`src/hdl/sirf_pkg.sv`:
```
// Purpose: constants shared by the supply integrity and reset flag logic
// Assumes: 40 MHz ref_clk, 8-bit register port
// Notes: times kept in their own unit, cycle counts derived from the clock rate
package sirf_pkg;
	// clock rate
	localparam int unsigned CLK_FREQ_KHZ   = 40000;
	// register port widths
	localparam int unsigned ADDR_W         = 8;
	localparam int unsigned DATA_W         = 8;
	// register offsets
	localparam logic [7:0] OFS_INTEGRITY   = 8'h3a; // integrity_ctrl_status
	localparam logic [7:0] OFS_IRQ_STATUS  = 8'h3b; // sticky event bits, read only
	localparam logic [7:0] OFS_IRQ_ENABLE  = 8'h3c; // event enable mask
	localparam logic [7:0] OFS_IRQ_CLEAR   = 8'h3d; // write one to clear, write only
	// field positions in integrity_ctrl_status
	localparam int unsigned BIT_BROWNOUT   = 2;
	localparam int unsigned BIT_TRIM_LO    = 5;
	localparam int unsigned BIT_TRIM_HI    = 6;
	// event bit positions in the interrupt registers
	localparam int unsigned EV_W           = 3;
	localparam int unsigned EV_LVD         = 0;
	localparam int unsigned EV_WDG         = 1;
	localparam int unsigned EV_ILLEGAL     = 2;
	// values after reset
	localparam logic [1:0] RST_TRIM_LO     = 2'h0;
	localparam logic       RST_BROWNOUT    = 1'b0;
	localparam logic [2:0] RST_IRQ_EN      = 3'h0;
	// wake filter time, 33 us typical, rounded down to whole cycles
	localparam int unsigned WAKE_FILTER_NS = 33000;
	localparam int unsigned WAKE_FILTER_CYC = (WAKE_FILTER_NS * CLK_FREQ_KHZ) / 1000000;
	localparam int unsigned DIP_CNT_W      = 11;
	// length of a pulse reset from watchdog or illegal code
	localparam int unsigned PULSE_RST_CYC  = 64;
	localparam int unsigned PULSE_CNT_W    = 7;
endpackage

```
`src/hdl/sirf_sync3.sv`:
```
// Purpose: three-stage synchroniser for asynchronous level inputs
// Assumes: inputs are slow levels from pins or analog comparators
// Notes: output moves only once the second and third stages agree
`timescale 1ns/1ps
module sirf_sync3 #(
	parameter int unsigned WIDTH = 1,
	parameter logic [WIDTH-1:0] INIT = '0
) (
	input  wire logic             ref_clk,
	input  wire logic             rstn,
	input  wire logic [WIDTH-1:0] async_in,
	output logic      [WIDTH-1:0] sync_out
);
	// whole state of the synchroniser
	typedef struct packed {
		logic [WIDTH-1:0] s1; // first stage, read only by s2
		logic [WIDTH-1:0] s2; // second stage
		logic [WIDTH-1:0] s3; // third stage
		logic [WIDTH-1:0] q;  // agreed value
	} sirf_sync_t;

	sirf_sync_t cur;
	sirf_sync_t next_cur;

	// shift chain and agreement check per bit
	always_comb begin
		next_cur    = cur;
		next_cur.s1 = async_in;
		next_cur.s2 = cur.s1;
		next_cur.s3 = cur.s2;
		for (int i = 0; i < WIDTH; i++) begin
			if (cur.s2[i] == cur.s3[i]) begin
				next_cur.q[i] = cur.s3[i];
			end
		end
	end

	// register the state
	always_ff @(posedge ref_clk or negedge rstn) begin
		if (!rstn) begin
			cur <= {INIT, INIT, INIT, INIT};
		end else begin
			cur <= next_cur;
		end
	end

	assign sync_out = cur.q;
endmodule

```
`src/hdl/sirf_top.sv`:
```
// Purpose: supply integrity reset, reset pin drive and reset cause flags
// Assumes: rstn is the power-on reset of this block only; chip_reset feeds the rest of the chip
// Notes: comparator and pin inputs are asynchronous and pass sirf_sync3
//
// Function
// hold chip reset below threshold, with hysteresis
// drive reset pin low during supply reset
// supply reset clears watchdog reset flag
// supply reset sets brownout flag, read clears
// other resets never clear brownout flag
// disabled detector leaves brownout flag meaningless
// dip shorter than wake filter sets no flag
// external clock: no flag in halt, needs fast
// trim low bits in bits six and five
// software writes zero to reserved bits
// register at 3a, resets to zero
// illegal opcode or prebyte causes chip reset
// options enable detector and pick high threshold
// disabled detector ignores comparator, no reset
// only reads clear flag, writes touch trim
`timescale 1ns/1ps
module sirf_top
	import sirf_pkg::*;
#(
	parameter int unsigned FILTER_CYC = sirf_pkg::WAKE_FILTER_CYC,
	parameter int unsigned PULSE_CYC  = sirf_pkg::PULSE_RST_CYC
) (
	input  wire logic                        ref_clk,
	input  wire logic                        rstn,
	input  wire logic [sirf_pkg::ADDR_W-1:0] reg_addr,
	input  wire logic [sirf_pkg::DATA_W-1:0] reg_wdata,
	input  wire logic                        reg_wr,
	input  wire logic                        reg_rd,
	output logic      [sirf_pkg::DATA_W-1:0] reg_rdata,
	input  wire logic                        opt_detector_en,
	input  wire logic                        opt_high_threshold,
	input  wire logic                        cmp_above_rising,
	input  wire logic                        cmp_above_falling,
	input  wire logic                        clk_src_external,
	input  wire logic                        ext_clk_fast,
	input  wire logic                        in_halt,
	input  wire logic                        wdg_reset_req,
	input  wire logic                        wdg_flag_clr,
	input  wire logic                        illegal_opcode,
	input  wire logic                        illegal_prebyte,
	input  wire logic                        reset_pin_in,
	output logic                             reset_pin_out,
	output logic                             reset_pin_oe_n,
	output logic                             chip_reset,
	output logic                             threshold_high_sel,
	output logic                             watchdog_reset_flag,
	output logic      [1:0]                  rc_trim_low,
	output logic                             irq
);
	// reset sequencer states, one-hot
	typedef enum logic [2:0] {
		ST_RUN    = 3'b001, // supply good, no reset
		ST_SUPPLY = 3'b010, // static supply reset
		ST_PULSE  = 3'b100  // timed reset from watchdog or illegal code
	} sirf_state_e;

	// whole state of the block
	typedef struct packed {
		sirf_state_e             state;     // reset sequencer
		logic [DIP_CNT_W-1:0]    dip_cnt;   // length of current supply dip
		logic                    dip_halt;  // dip began while halted
		logic [PULSE_CNT_W-1:0]  pulse_cnt; // cycles left of a pulse reset
		logic                    brownout;  // brownout_reset_flag
		logic                    wdg_flag;  // watchdog_reset_flag
		logic [1:0]              trim_lo;   // rc_trim_low
		logic [EV_W-1:0]         ev_stat;   // sticky events
		logic [EV_W-1:0]         ev_en;     // event enables
		logic [DATA_W-1:0]       rdata;     // read data, one cycle after strobe
		logic                    chip_rst;  // chip reset level
		logic                    pin_oe_n;  // reset pin drive, low drives
		logic                    thr_sel;   // threshold select to comparator
		logic                    irq;       // interrupt level
	} sirf_state_t;

	sirf_state_t cur;
	sirf_state_t next_cur;

	// synchronised asynchronous inputs
	logic [2:0] sync_q;
	logic       above_rise;
	logic       above_fall;
	logic       pin_high;

	// pin idles high, comparators assume low supply until told otherwise
	sirf_sync3 #(
		.WIDTH (3),
		.INIT  (3'h4)
	) u_sync (
		.ref_clk  (ref_clk),
		.rstn     (rstn),
		.async_in ({reset_pin_in, cmp_above_falling, cmp_above_rising}),
		.sync_out (sync_q)
	);

	assign above_rise = sync_q[0];
	assign above_fall = sync_q[1];
	assign pin_high   = sync_q[2];

	// pack the integrity register as software sees it
	function automatic logic [DATA_W-1:0] integrity_word(input logic [1:0] trim, input logic flag);
		logic [DATA_W-1:0] w;
		w               = '0;
		w[BIT_TRIM_HI]  = trim[1];
		w[BIT_TRIM_LO]  = trim[0];
		w[BIT_BROWNOUT] = flag;
		return w;
	endfunction

	// combinational helpers
	logic                    det_on;      // detector enabled by option
	logic                    low_supply;  // supply below the active threshold
	logic                    wr_integ;    // write to integrity register
	logic                    rd_integ;    // read of integrity register
	logic                    pulse_req;   // watchdog or illegal code
	logic                    dip_end;     // supply reset ends this cycle
	logic                    flag_ok;     // dip qualifies for brownout flag
	logic [EV_W-1:0]         ev_set;      // events this cycle
	logic [PULSE_CNT_W-1:0]  pulse_load;  // pulse reset length minus one

	assign pulse_load = PULSE_CNT_W'(PULSE_CYC - 1);

	// next state
	always_comb begin
		next_cur   = cur;
		det_on     = opt_detector_en;
		wr_integ   = reg_wr && (reg_addr == OFS_INTEGRITY);
		rd_integ   = reg_rd && (reg_addr == OFS_INTEGRITY);
		pulse_req  = wdg_reset_req || illegal_opcode || illegal_prebyte;
		low_supply = 1'b0;
		dip_end    = 1'b0;
		flag_ok    = 1'b0;
		ev_set     = '0;

		// hysteresis: climb out on the rising threshold, drop in on the falling one
		if (det_on) begin
			if (cur.state == ST_SUPPLY) begin
				low_supply = !above_rise;
			end else begin
				low_supply = !above_fall;
			end
		end
		// a disabled detector ignores the comparator entirely
		if (!det_on) begin
			low_supply = 1'b0;
		end

		// threshold level chosen by option, sent to the analog side
		next_cur.thr_sel = opt_high_threshold;

		// reset sequencer
		case (cur.state)
			ST_RUN: begin
				if (low_supply) begin
					next_cur.state    = ST_SUPPLY;
					next_cur.dip_cnt  = '0;
					next_cur.dip_halt = in_halt;
				end else if (pulse_req) begin
					next_cur.state     = ST_PULSE;
					next_cur.pulse_cnt = pulse_load;
				end
			end
			ST_SUPPLY: begin
				// count the dip, saturating
				if (cur.dip_cnt != {DIP_CNT_W{1'b1}}) begin
					next_cur.dip_cnt = cur.dip_cnt + 1'b1;
				end
				if (!low_supply) begin
					next_cur.state = ST_RUN;
					dip_end        = 1'b1;
				end
			end
			ST_PULSE: begin
				// supply failure overrides a running pulse reset
				if (low_supply) begin
					next_cur.state    = ST_SUPPLY;
					next_cur.dip_cnt  = '0;
					next_cur.dip_halt = in_halt;
				end else if (cur.pulse_cnt == '0) begin
					next_cur.state = ST_RUN;
				end else begin
					next_cur.pulse_cnt = cur.pulse_cnt - 1'b1;
				end
			end
			default: begin
				next_cur.state = ST_RUN;
			end
		endcase

		// decide whether the ending dip may record the brownout flag
		if (clk_src_external) begin
			flag_ok = !cur.dip_halt && ext_clk_fast;
		end else begin
			flag_ok = (32'(cur.dip_cnt) + 32'd1) >= FILTER_CYC;
		end

		// chip reset level and pin drive
		next_cur.chip_rst = (next_cur.state != ST_RUN) || !pin_high;
		next_cur.pin_oe_n = (next_cur.state != ST_SUPPLY);

		// trim bits reset with the chip, written by software afterwards
		if (cur.chip_rst) begin
			next_cur.trim_lo = RST_TRIM_LO;
		end else if (wr_integ) begin
			// reserved bits are not stored, the flag is not writable
			next_cur.trim_lo = {reg_wdata[BIT_TRIM_HI], reg_wdata[BIT_TRIM_LO]}; // see R9 see R15
		end

		// brownout flag: read clears, a new qualifying dip sets and wins;
		// watchdog, pin and illegal code resets leave it alone
		if (rd_integ) begin
			next_cur.brownout = 1'b0; // see R4
		end
		if (dip_end && flag_ok) begin
			next_cur.brownout = 1'b1; // see R4 see R5
		end

		// watchdog flag: set by watchdog reset, cleared by a supply reset
		if (wdg_flag_clr) begin
			next_cur.wdg_flag = 1'b0;
		end
		if (wdg_reset_req) begin
			next_cur.wdg_flag = 1'b1;
		end
		if (next_cur.state == ST_SUPPLY) begin
			next_cur.wdg_flag = 1'b0;
		end

		// events for the interrupt status
		ev_set[EV_LVD]     = (cur.state != ST_SUPPLY) && (next_cur.state == ST_SUPPLY);
		ev_set[EV_WDG]     = wdg_reset_req;
		ev_set[EV_ILLEGAL] = illegal_opcode || illegal_prebyte;

		// clear register first so that a same-cycle event wins
		if (reg_wr && (reg_addr == OFS_IRQ_CLEAR)) begin
			next_cur.ev_stat = cur.ev_stat & ~reg_wdata[EV_W-1:0];
		end
		next_cur.ev_stat = next_cur.ev_stat | ev_set;

		// enable register
		if (reg_wr && (reg_addr == OFS_IRQ_ENABLE)) begin
			next_cur.ev_en = reg_wdata[EV_W-1:0];
		end

		// interrupt level from next status and enables, registered together with them
		next_cur.irq = |(next_cur.ev_stat & next_cur.ev_en);

		// read data stands only in the cycle after the read strobe
		next_cur.rdata = '0;
		if (reg_rd) begin
			case (reg_addr)
				OFS_INTEGRITY: begin
					next_cur.rdata = integrity_word(cur.trim_lo, cur.brownout);
				end
				OFS_IRQ_STATUS: begin
					next_cur.rdata = {{(DATA_W-EV_W){1'b0}}, cur.ev_stat};
				end
				OFS_IRQ_ENABLE: begin
					next_cur.rdata = {{(DATA_W-EV_W){1'b0}}, cur.ev_en};
				end
				default: begin
					next_cur.rdata = '0; // clear register and unmapped read zero
				end
			endcase
		end
	end

	// register the state; rstn is power-on only, chip resets act above
	always_ff @(posedge ref_clk or negedge rstn) begin
		if (!rstn) begin
			cur           <= '0;
			cur.state     <= ST_RUN;
			cur.brownout  <= RST_BROWNOUT;
			cur.trim_lo   <= RST_TRIM_LO;
			cur.ev_en     <= RST_IRQ_EN;
			cur.chip_rst  <= 1'b1;
			cur.pin_oe_n  <= 1'b1;
		end else begin
			cur <= next_cur;
		end
	end

	// outputs straight from the state register, except reset_pin_out which is tied low
	assign reg_rdata           = cur.rdata;
	assign reset_pin_out       = 1'b0;
	assign reset_pin_oe_n      = cur.pin_oe_n;
	assign chip_reset          = cur.chip_rst;
	assign threshold_high_sel  = cur.thr_sel;
	assign watchdog_reset_flag = cur.wdg_flag;
	assign rc_trim_low         = cur.trim_lo;
	assign irq                 = cur.irq;
endmodule

```
`config.mk`:
```
export PLATFORM = sky130hd
export DESIGN_NAME = sirf_top
export DESIGN_NICKNAME = d
export VERILOG_FILES = /design/src/hdl/sirf_pkg.sv /design/src/hdl/sirf_sync3.sv /design/src/hdl/sirf_top.sv
export SDC_FILE = /design/constraint.sdc
export NUM_CORES = 1
export LEC_CHECK = 0
export BUFFER_PORTS_ARGS = -buffer_cell sky130_fd_sc_hd__buf_2
export CAP_MARGIN = 20
export CORE_ASPECT_RATIO = 1.25
export CORE_MARGIN = 2
export CORE_UTILIZATION = 50
export DETAILED_ROUTE_END_ITERATION = 10
export PLACE_DENSITY = 0.8
export SLEW_MARGIN = 30
export SYNTH_ARGS = -nofsm -noshare
export SYNTH_HDL_FRONTEND = slang
export SYNTH_SLANG_ARGS = --single-unit
```
`constraint.sdc`:
```
create_clock -name ref_clk -period 1.75 [get_ports ref_clk]
set_clock_uncertainty 0.1 [all_clocks]
set_input_delay 0.2625 -clock ref_clk [delete_from_list [all_inputs] [get_ports ref_clk]]
set_output_delay 0.2625 -clock ref_clk [all_outputs]
set_load 0.005 [all_outputs]
```
==> results.ini, run 1 <==
[yosys]
synthFlopType = dfrtp_1
syn-instance-count = 249
synth_area_um2 = 2560
yosysWarningCount = 0
synth-seq-cells = 53
avgSynthCellArea_um2 = 10.3
synthArstFlopShare_pct = 100
seq_area_frac_synth_pct = 52.2
synth.distinct_cells = 54
synth_edf_count = 0

[drt]
vias = 2189
drt_iter0_drc = 103
viasPerCell = 5.50
antenna_left = 0
drc = 0
totalWireLength_um = 5960
wire_per_inst_um = 15.0
first_pass_iters = 5

[cts]
clockRootBuffer = clkbuf_8
clk_latency_ns = 0.30
cts_tree = built
clock_path_buffers = 2
htree_levels = 2
clock_sinks = 53
cts_made_buffers = 5
clk_pin_slew_ns = 0.10

[power_and_ir_drop]
power.density_nw_per_um2 = 1070
peakVddDrop_mv = 0.816
p_leak_nw = 1.60
fin_total_pwr_mw = 3.71

[grt]
grt_first_pass_wirelength_um = 9220
antenna_found_initial = 0
grt_max_degree = 20
grt_pass1_vias = 2135
grt_use_total_pct = 21.2
grt_overflow_total = 0

[worst_setup_path]
path_class = register to register
worstPathRequired_ns = 1.89
arrival_ns = 1.99
crit_path_end_kind = register
crit_fanout = 7
cp-start-kind = register

[final_layout]
multi_input_area_um2 = 1210
antenna_cells = 0
post-route-util_pct = 69.0
fill_cells = 363
nNetsFinal = 371
drive_gt1_share_pct = 42.6
ff_latch_area_um2 = 1340
fin_cells = 398
area_delta_synth_final_pct = 35.0

[timing]
post-route-period-util_pct = 106
rsz0062_at_grt = yes
worst_slew_pin_slew_ns = 0.582
maxSlewHeadroom_pct = 60.6
finalWorstSetupSlack_ns = -0.0973
max_freq_mhz = 541
tns_ns = -0.441
hold_viol = 0
period_needed_ns = 1.85
final-max-slew-violation-count = 0
finalSetupViolCount = 11

[hold_path]
hold_path.class = primary input to register

[place]
dp.cells = 376
post-dp-hpwl_um = 4090
gp_congestion = 0.843
io_buffer_count = 40

[floorplan]
die_area_um2 = 5710
core_area_um2 = 5010
start_util_pct = 51.1
row_count = 29
die_h_um = 84
io_pins = 48
die_w_um = 68

[outcome]
status = finished, violations left
violations = setup timing

[run]
maxCapViolCount = 0

==> Yosys cell counts, drive strengths merged (2+ instances only) <==
library cell	n	area share, %
a2bb2oi	2	0.68
ha	4	2.0
o21ai	15	2.9
clkbuf	4	0.59
and4	2	0.68
or3	3	0.73
nor2b	4	0.98
mux2	4	1.8
a31oi	2	0.49
o31ai	6	1.8
nand2	15	2.2
nand2b	5	1.2
or4	3	1.0
nor2	21	3.1
dfstp	7	7.2
nand3	11	2.2
inv	16	2.3
nor3	7	1.4
mux2i	6	2.3
maj3	3	1.2
nor4	3	0.73
a32oi	2	0.68
and3	2	0.49
o41ai	3	1.0
xor2	2	0.68
buf	13	3.6
nand4	8	2.0
a21oi	5	0.98
nor3b	2	1.0
dfrtp	46	45
and2	4	0.98
==> cell type report <==
class                           count  share of cell area [%]
Clock inverter                      2                    1.09
Clock buffer                        6                    2.39
Sequential cell                    53                    38.7
Multi-Input combinational cell    166                    35.1
Inverter                           16                    1.74
Tap cell                           62                    2.24
Timing Repair Buffer               93                    18.7
==> sequential cells by signal, summed over array words and instances (netlist names) <==
name and flops:
cur 29, rc_trim_low 2, chip_reset 1, u_sync.sync_out 3
watchdog_reset_flag 1, threshold_high_sel 1, irq 1, u_sync.cur 9
reset_pin_oe_n 1, reg_rdata 5
==> routing by layer <==
metal | up-vias | GRT usage [%] | part of all wire (%)
met3 | 13 | 4.45 | 4.0
li1 | 1047 | - | -
met5 | - | 0 | 0
met1 | 1074 | 25.1 | 40
met2 | 55 | 36.8 | 54
met4 | 0 | 7.45 | 2.3
==> worst paths after layout <==
check / from / cells past startpoint / endpoint / slack (ns)
max: cur[23]$_DFFE_PN0P_ / 6 / cur[25]$_DFFE_PN0P_ / -0.1
min reg2reg: u_sync.cur[10]$_DFF_PN0_ / 0 / u_sync.cur[7]$_DFF_PN0_ / 0.25
max in group asynchronous: rstn / 3 / cur[41]$_DFF_PN1_ / 0.65
max reg2reg: cur[23]$_DFFE_PN0P_ / 6 / cur[25]$_DFFE_PN0P_ / -0.1
min in group asynchronous: rstn / 2 / cur[14]$_DFF_PN0_ / 0.35
min: reg_wdata[2] / 2 / cur[17]$_DFF_PN0_ / 0.08
==> metrics by stage <==
stage / hold slack (ns) / worst slack, ns / instance area [µm²]
3_3_place_gp: 0.147 / -0.149 / 3070
6_report: 0.0767 / -0.0973 / 3460
2_1_floorplan: -0.133 / -0.0480 / 2590
3_5_place_dp: 0.152 / -0.171 / 3070
4_1_cts: 0.0722 / -0.0473 / 3310
5_1_grt: 0.0673 / -0.154 / 3460
==> power by group <==
group / total [mW] / switching, mW / internal, mW
Combinational: 1.32 / 0.669 / 0.653
Sequential: 1.53 / 0.131 / 1.40
Clock: 0.862 / 0.396 / 0.465
Total: 3.71 / 1.20 / 2.52
==> cell usage in the layout (no fill, tap or decap), types with 3 or more instances in the layout <==
cell type      instances
maj3_1                 3
nor2b_1                4
conb_1                 4
o31ai_2                4
nand2_1               14
buf_6                  3
mux2_2                 3
nor2_1                20
dfstp_2                7
nand4_1                8
mux2i_1                5
nand3_1                9
inv_1                 14
dfrtp_1               43
nand2b_1               5
dfrtp_2                3
o21ai_0                5
or3_1                  3
o21ai_2                6
a21oi_1                4
dlygate4sd3_1          5
nor3_1                 6
o21ai_1                4
buf_2                 40
and2_1                 3
buf_4                 43
clkbuf_8               6
ha_1                   3
==> critical path, cell delays in order (launching register included) <==
cell	delay (ns)
dfrtp_1	0.38
inv_2	0.06
ha_4	0.14
a311o_1	0.32
a21o_4	0.25
or4_1	0.43
nand3_2	0.10
==> what timing repair did <==
action                                 in CTS  in global routing
setup buffers                               2                  8
endpoints found under the hold margin      20                  0
gates resized for setup                    16                 22
setup endpoints to repair                   7                 18
pin swaps                                   5                  5
hold buffers                                5                  0
==> cells by family after synthesis <==
family	Yosys count	share of synthesized area (%)
simple gates	94	19.8
flops	53	52.2
fa+ha+maj	7	3.13
compound gates	48	13.1
xor+xnor	3	1.03
other cells	1	0.146
mux	10	4.11
buf+inv	33	6.55
Power figures use the tool's default switching activity.
==> run 2, diff against run 1 <==
--- a/config.mk
+++ b/config.mk
@@ -7,8 +7,7 @@
 export LEC_CHECK = 0
 export BUFFER_PORTS_ARGS = -buffer_cell sky130_fd_sc_hd__buf_2
 export CAP_MARGIN = 20
-export CORE_ASPECT_RATIO = 1.25
-export CORE_MARGIN = 2
+export CORE_ASPECT_RATIO = 1.4
 export CORE_UTILIZATION = 50
 export DETAILED_ROUTE_END_ITERATION = 10
 export PLACE_DENSITY = 0.8
==> results.ini, run 2 (synthesis results as in run 1) <==
[drt]
route.met2.wl_um = 3250  ; was 3200 µm
antenna_left = 0  ; unchanged
totalWireLength_um = 6070  ; was 5960 µm
wl_met3_um = 216  ; was 238 µm
vias = 2241  ; was 2189
met1_length_um = 2470  ; was 2390 µm
drc = 0  ; unchanged
wire_per_inst_um = 14.8  ; was 15.0 µm
drt_iter0_drc = 101  ; was 103
first_pass_iters = 4  ; was 5
viasPerCell = 5.47  ; was 5.50
routed.top_layer = met4  ; unchanged

[floorplan]
die_area_um2 = 5410  ; was 5710 µm²
start_util_pct = 52.5  ; was 51.1%
core_area_um2 = 4880  ; was 5010 µm²
row_count = 30  ; was 29
io_pins = 48  ; unchanged
die_w_um = 62.5  ; was 68 µm
die_h_um = 86.7  ; was 84 µm

[final_layout]
fin_cells = 410  ; was 398
final_common_cell = buf_4
area_delta_synth_final_pct = 37.0  ; was 35.0%
nNetsFinal = 381  ; was 371
mostFrequentLayoutCells = 53 x buf_4, 43 x dfrtp_1, 40 x buf_2  ; was 43 x dfrtp_1, 43 x buf_4, 40 x buf_2
largest_reg_flops = 29  ; unchanged
antenna_cells = 0  ; unchanged
fill_cells = 342  ; was 363
drive_gt1_share_pct = 45.1  ; was 42.6%
largest-register = cur  ; unchanged
finalInstanceArea_um2 = 3510  ; was 3460 µm²

[timing]
period_needed_ns = 1.89  ; was 1.85 ns
worst_slew_pin_slew_ns = 0.581  ; was 0.582 ns
post-route-period-util_pct = 108  ; was 106%
finalSetupViolCount = 19  ; was 11
final-max-slew-violation-count = 0  ; unchanged
max_freq_mhz = 529  ; was 541 MHz
rsz0062_at_grt = yes  ; unchanged
maxSlewHeadroom_pct = 60.7  ; was 60.6%
hold_viol = 0  ; unchanged
finalWorstSetupSlack_ns = -0.142  ; was -0.0973 ns

[place]
gp_congestion = 0.877  ; was 0.843
placed_cell_area_um2 = 3100  ; was 3070 µm²
post-dp-hpwl_um = 4050  ; was 4090 µm
io_buffer_count = 40  ; unchanged
dp.cells = 383  ; was 376

[grt]
grt_use_total_pct = 21.3  ; was 21.2%
antenna_found_initial = 0  ; unchanged
grt_first_pass_wirelength_um = 9070  ; was 9220 µm
grt_max_degree = 24  ; was 20
grt_pass1_vias = 2047  ; was 2135
grt_overflow_total = 0  ; unchanged

[cts]
htree_levels = 2  ; unchanged
clk_latency_ns = 0.30  ; about the same
clock_path_buffers = 2  ; unchanged
cts_tree = built  ; unchanged
clock_sinks = 53  ; unchanged
clk_pin_slew_ns = 0.10  ; about the same
clockRootBuffer = clkbuf_8  ; unchanged
cts_made_buffers = 5  ; unchanged

[power_and_ir_drop]
p_comb_share_pct = 40.2  ; was 35.6%
p_leak_nw = 1.63  ; was 1.60 nW
internal_power_mw = 2.44  ; was 2.52 mW
power.density_nw_per_um2 = 1060  ; was 1070 nW/µm²
peakVddDrop_mv = 0.738  ; was 0.816 mV
sequentialPowerShare_pct = 41.6  ; was 41.2%
p_switching_mw = 1.26  ; was 1.20 mW
power.share.switching_pct = 34.0  ; was 32.2%
fin_total_pwr_mw = 3.70  ; was 3.71 mW
clock_power_share_pct = 18.3  ; was 23.2%

[worst_setup_path]
arrival_ns = 2.03  ; was 1.99 ns
worstPathRequired_ns = 1.89  ; about the same
cp-start-kind = register  ; unchanged
crit_fanout = 6  ; was 7
crit_path_end_kind = register  ; unchanged
path_class = register to register  ; unchanged

[run]
maxCapViolCount = 0  ; unchanged

[outcome]
status = finished, violations left  ; unchanged
violations = setup timing  ; unchanged

[hold_path]
hold_path.class = primary input to register  ; unchanged

==> run 2: layer usage <==
layer  track usage, %  vias to the layer above
met5                0                        -
met4             8.25                        0
met3             4.08                       18
met2             38.4                       67
met1             24.9                     1087
li1                 -                     1069
==> run 2: area by class of cell <==
cell class / count / area (µm²) / area share, %
clock buffer: 5 / 68.8 / 1.96
clock inverter: 3 / 17.5 / 0.499
inverter: 16 / 60.1 / 1.71
multi-input combinational: 166 / 1230 / 35.1
sequential: 53 / 1340 / 38.2
tap: 64 / 80.1 / 2.28
timing repair buffer: 103 / 713 / 20.3
==> run 2: final timing paths <==
check	depth (start not counted)	slack (ns)	from	end
worst max-delay path	5	-0.14	cur[26]$_DFFE_PN0P_	cur[25]$_DFFE_PN0P_
worst min-delay path	2	0.08	reg_wdata[2]	cur[17]$_DFF_PN0_
worst max register to register	5	-0.14	cur[26]$_DFFE_PN0P_	cur[25]$_DFFE_PN0P_
worst min register to register	0	0.26	u_sync.cur[9]$_DFF_PN0_	u_sync.cur[6]$_DFF_PN0_
max in group asynchronous	3	0.61	rstn	u_sync.cur[8]$_DFF_PN1_
min in group asynchronous	2	0.36	rstn	cur[30]$_DFFE_PN0P_
==> run 2: what timing repair did <==
action / CTS / global route
hold buffers: 5 / 0
resized for setup: 17 / 28
setup buffers: 2 / 13
hold endpoints to repair: 22 / 0
pin swaps: 6 / 12
cloned: 0 / 0
setup endpoints to repair: 17 / 22
==> run 2: power groups by stage <==
stage	registers [mW]	clock network (mW)	logic, mW
6_report	1.54	0.676	1.49
5_1_grt	1.56	0.739	1.61
4_1_cts	1.53	0.693	1.21
3_5_place_dp	1.55	0	1.08
3_3_place_gp	1.54	0	1.04
2_1_floorplan	1.55	0	0.560
==> run 2: stage by stage <==
| stage | hold slack, ns | setup TNS (ns) | utilization, % | setup WS (ns) |
|---|---|---|---|---|
| 2_1_floorplan | -0.133 | -0.462 | - | -0.0480 |
| 3_3_place_gp | 0.163 | -0.749 | 63.5 | -0.143 |
| 3_5_place_dp | 0.169 | -1.43 | 63.5 | -0.217 |
| 4_1_cts | 0.0724 | -0.904 | 67.8 | -0.146 |
| 5_1_grt | 0.0660 | -2.05 | 71.9 | -0.192 |
| 6_report | 0.0768 | -0.980 | 71.9 | -0.142 |
==> run 2: worst max-delay path, cell delays in order, from the launching register on <==
cell	delay, ns
dfrtp_1	0.42
nor4_4	0.08
a311o_1	0.43
a21o_4	0.28
or4_4	0.42
nand3_2	0.10
==> run 3, diff against run 2 <==
--- a/config.mk
+++ b/config.mk
@@ -6,11 +6,12 @@
 export NUM_CORES = 1
 export LEC_CHECK = 0
 export BUFFER_PORTS_ARGS = -buffer_cell sky130_fd_sc_hd__buf_2
-export CAP_MARGIN = 20
 export CORE_ASPECT_RATIO = 1.4
 export CORE_UTILIZATION = 50
+export CTS_CLUSTER_SIZE = 14
 export DETAILED_ROUTE_END_ITERATION = 10
 export PLACE_DENSITY = 0.8
+export REMOVE_ABC_BUFFERS = 1
 export SLEW_MARGIN = 30
 export SYNTH_ARGS = -nofsm -noshare
 export SYNTH_HDL_FRONTEND = slang
==> results.ini, run 3 (synthesis results as in run 1) <==
[worst_setup_path]
crit_fanout = 4  ; was 6
worstPathRequired_ns = 1.90  ; was 1.89 ns
arrival_ns = 2.04  ; was 2.03 ns
path_class = register to register  ; unchanged
cp-start-kind = register  ; unchanged
crit_path_end_kind = register  ; unchanged
reg2regPathDepth = 6  ; was 5

[floorplan]
die_w_um = 62.5  ; unchanged
row_count = 30  ; unchanged
core_area_um2 = 4880  ; unchanged
die_area_um2 = 5410  ; unchanged
start_util_pct = 52.5  ; unchanged
io_pins = 48  ; unchanged
die_h_um = 86.7  ; unchanged

[cts]
clock_path_buffers = 2  ; unchanged
cts_made_buffers = 5  ; unchanged
cts_tree = built  ; unchanged
clockRootBuffer = clkbuf_8  ; unchanged
clock_sinks = 53  ; unchanged
clk_pin_slew_ns = 0.09  ; was 0.10 ns
clk_latency_ns = 0.30  ; about the same
htree_levels = 2  ; unchanged

[grt]
grt_max_degree = 54  ; was 24
grt_overflow_total = 0  ; unchanged
grt_use_total_pct = 21.1  ; was 21.3%
grt_first_pass_wirelength_um = 9060  ; was 9070 µm
antenna_found_initial = 0  ; unchanged
grt_pass1_vias = 2117  ; was 2047

[drt]
antenna_left = 0  ; unchanged
drc = 0  ; unchanged
wire_per_inst_um = 14.2  ; was 14.8 µm
drt_iter0_drc = 64  ; was 101
vias = 2138  ; was 2241
viasPerCell = 5.37  ; was 5.47
totalWireLength_um = 5650  ; was 6070 µm
first_pass_iters = 4  ; unchanged

[final_layout]
antenna_cells = 0  ; unchanged
final_common_cell = buf_4  ; unchanged
mostFrequentLayoutCells = 45 x buf_4, 43 x dfrtp_1, 40 x buf_2  ; was 53 x buf_4, 43 x dfrtp_1, 40 x buf_2
fill_cells = 384  ; was 342
largest-register = cur  ; unchanged
area_delta_synth_final_pct = 30.7  ; was 37.0%
finalInstanceArea_um2 = 3350  ; was 3510 µm²
nNetsFinal = 369  ; was 381
largest_reg_flops = 29  ; unchanged
drive_gt1_share_pct = 39.2  ; was 45.1%
fin_cells = 398  ; was 410

[power_and_ir_drop]
fin_total_pwr_mw = 3.50  ; was 3.70 mW
peakVddDrop_mv = 0.623  ; was 0.738 mV
power.density_nw_per_um2 = 1050  ; was 1060 nW/µm²
p_leak_nw = 1.56  ; was 1.63 nW

[place]
io_buffer_count = 40  ; unchanged
dp.cells = 379  ; was 383
gp_congestion = 0.884  ; was 0.877
placed_cell_area_um2 = 3060  ; was 3100 µm²
pre_cts_slack_ns = -0.182  ; was -0.217 ns
post-dp-hpwl_um = 3850  ; was 4050 µm

[timing]
post-route-period-util_pct = 108  ; about the same
period_needed_ns = 1.90  ; was 1.89 ns
hold_viol = 0  ; unchanged
finalSetupViolCount = 13  ; was 19
tns_ns = -0.836  ; was -0.980 ns
rsz0062_at_grt = yes  ; unchanged
maxSlewHeadroom_pct = 65.4  ; was 60.7%
final-max-slew-violation-count = 0  ; unchanged
worst_slew_pin_slew_ns = 0.512  ; was 0.581 ns
finalWorstSetupSlack_ns = -0.147  ; was -0.142 ns
max_freq_mhz = 527  ; was 529 MHz

[outcome]
violations = setup timing  ; unchanged
status = finished, violations left  ; unchanged

[hold_path]
hold_path.class = primary input to register  ; unchanged
worstHoldPathCells = 2  ; unchanged

[run]
maxCapViolCount = 0  ; unchanged

==> run 3: cell types whose count changed in the layout (fill, tap and decap cells not counted), moves of 2 or more <==
cell and change:
nor3_2 +2, nand3_2 -3, o21ai_0 +7, nand3_1 +3
buf_4 -8, nor3_1 -2, and3_1 +2, buf_6 -4
a21oi_2 -2, o21ai_1 -6, and3_4 -2, a21oi_1 +2
==> run 3: per-stage QoR <==
step	utilization [%]	hold WS [ns]
final	68.6	0.0885
after global routing	68.6	0.0931
after CTS	66.4	0.0809
after detailed placement	62.6	0.175
after global placement	62.6	0.173
after floorplan	-	-0.133
==> run 3: final timing paths <==
check,slack (ns),end,from
setup / recovery,-0.15,cur[25]$_DFFE_PN0P_,cur[41]$_DFF_PN1_
hold reg to reg,0.25,u_sync.cur[6]$_DFF_PN0_,u_sync.cur[9]$_DFF_PN0_
hold / removal,0.09,cur[29]$_DFFE_PN0P_,in_halt
max in group asynchronous,0.89,u_sync.cur[11]$_DFF_PN1_,rstn
setup reg to reg,-0.15,cur[25]$_DFFE_PN0P_,cur[41]$_DFF_PN1_
min in group asynchronous,0.38,cur[14]$_DFF_PN0_,rstn
==> run 3: routing by layer <==
layer | GRT usage [%] | routed length [µm] | vias to the layer above
li1 | - | - | 1046
met1 | 23.8 | 2350 | 1032
met2 | 39.1 | 3000 | 49
met3 | 3.03 | 174 | 11
met4 | 9.30 | 123 | 0
met5 | 0 | 0 | -
==> run 3: area by class of cell <==
type | count | area [µm²] | share of cell area [%]
clock buffer | 6 | 82.6 | 2.47
clock inverter | 2 | 13.8 | 0.411
inverter | 16 | 60.1 | 1.80
multi-input combinational | 166 | 1160 | 34.7
sequential | 53 | 1340 | 40.0
tap | 64 | 80.1 | 2.39
timing repair buffer | 91 | 608 | 18.2
==> run 3: repair_timing <==
item / CTS / global route
hold endpoints to repair: 50 / 0
hold buffers: 5 / 0
resized for setup: 8 / 22
setup buffers: 4 / 3
setup endpoints to repair: 15 / 21
pin swaps: 4 / 5
==> run 3: where the power goes <==
part | leakage, nW | internal (mW) | total, mW | switching [mW]
sequential | 0.639 | 1.40 | 1.52 | 0.124
clock | 0.0512 | 0.321 | 0.713 | 0.392
combinational | 0.868 | 0.619 | 1.27 | 0.647
total | 1.56 | 2.34 | 3.50 | 1.16
==> run 3: critical path, stage by stage (launching register included) <==
cell and delay, ns:
dfstp_2 0.62, xnor2_2 0.12, nor2_2 0.18, buf_4 0.15, o2bb2ai_2 0.09, or4_4 0.48
nand3_1 0.09
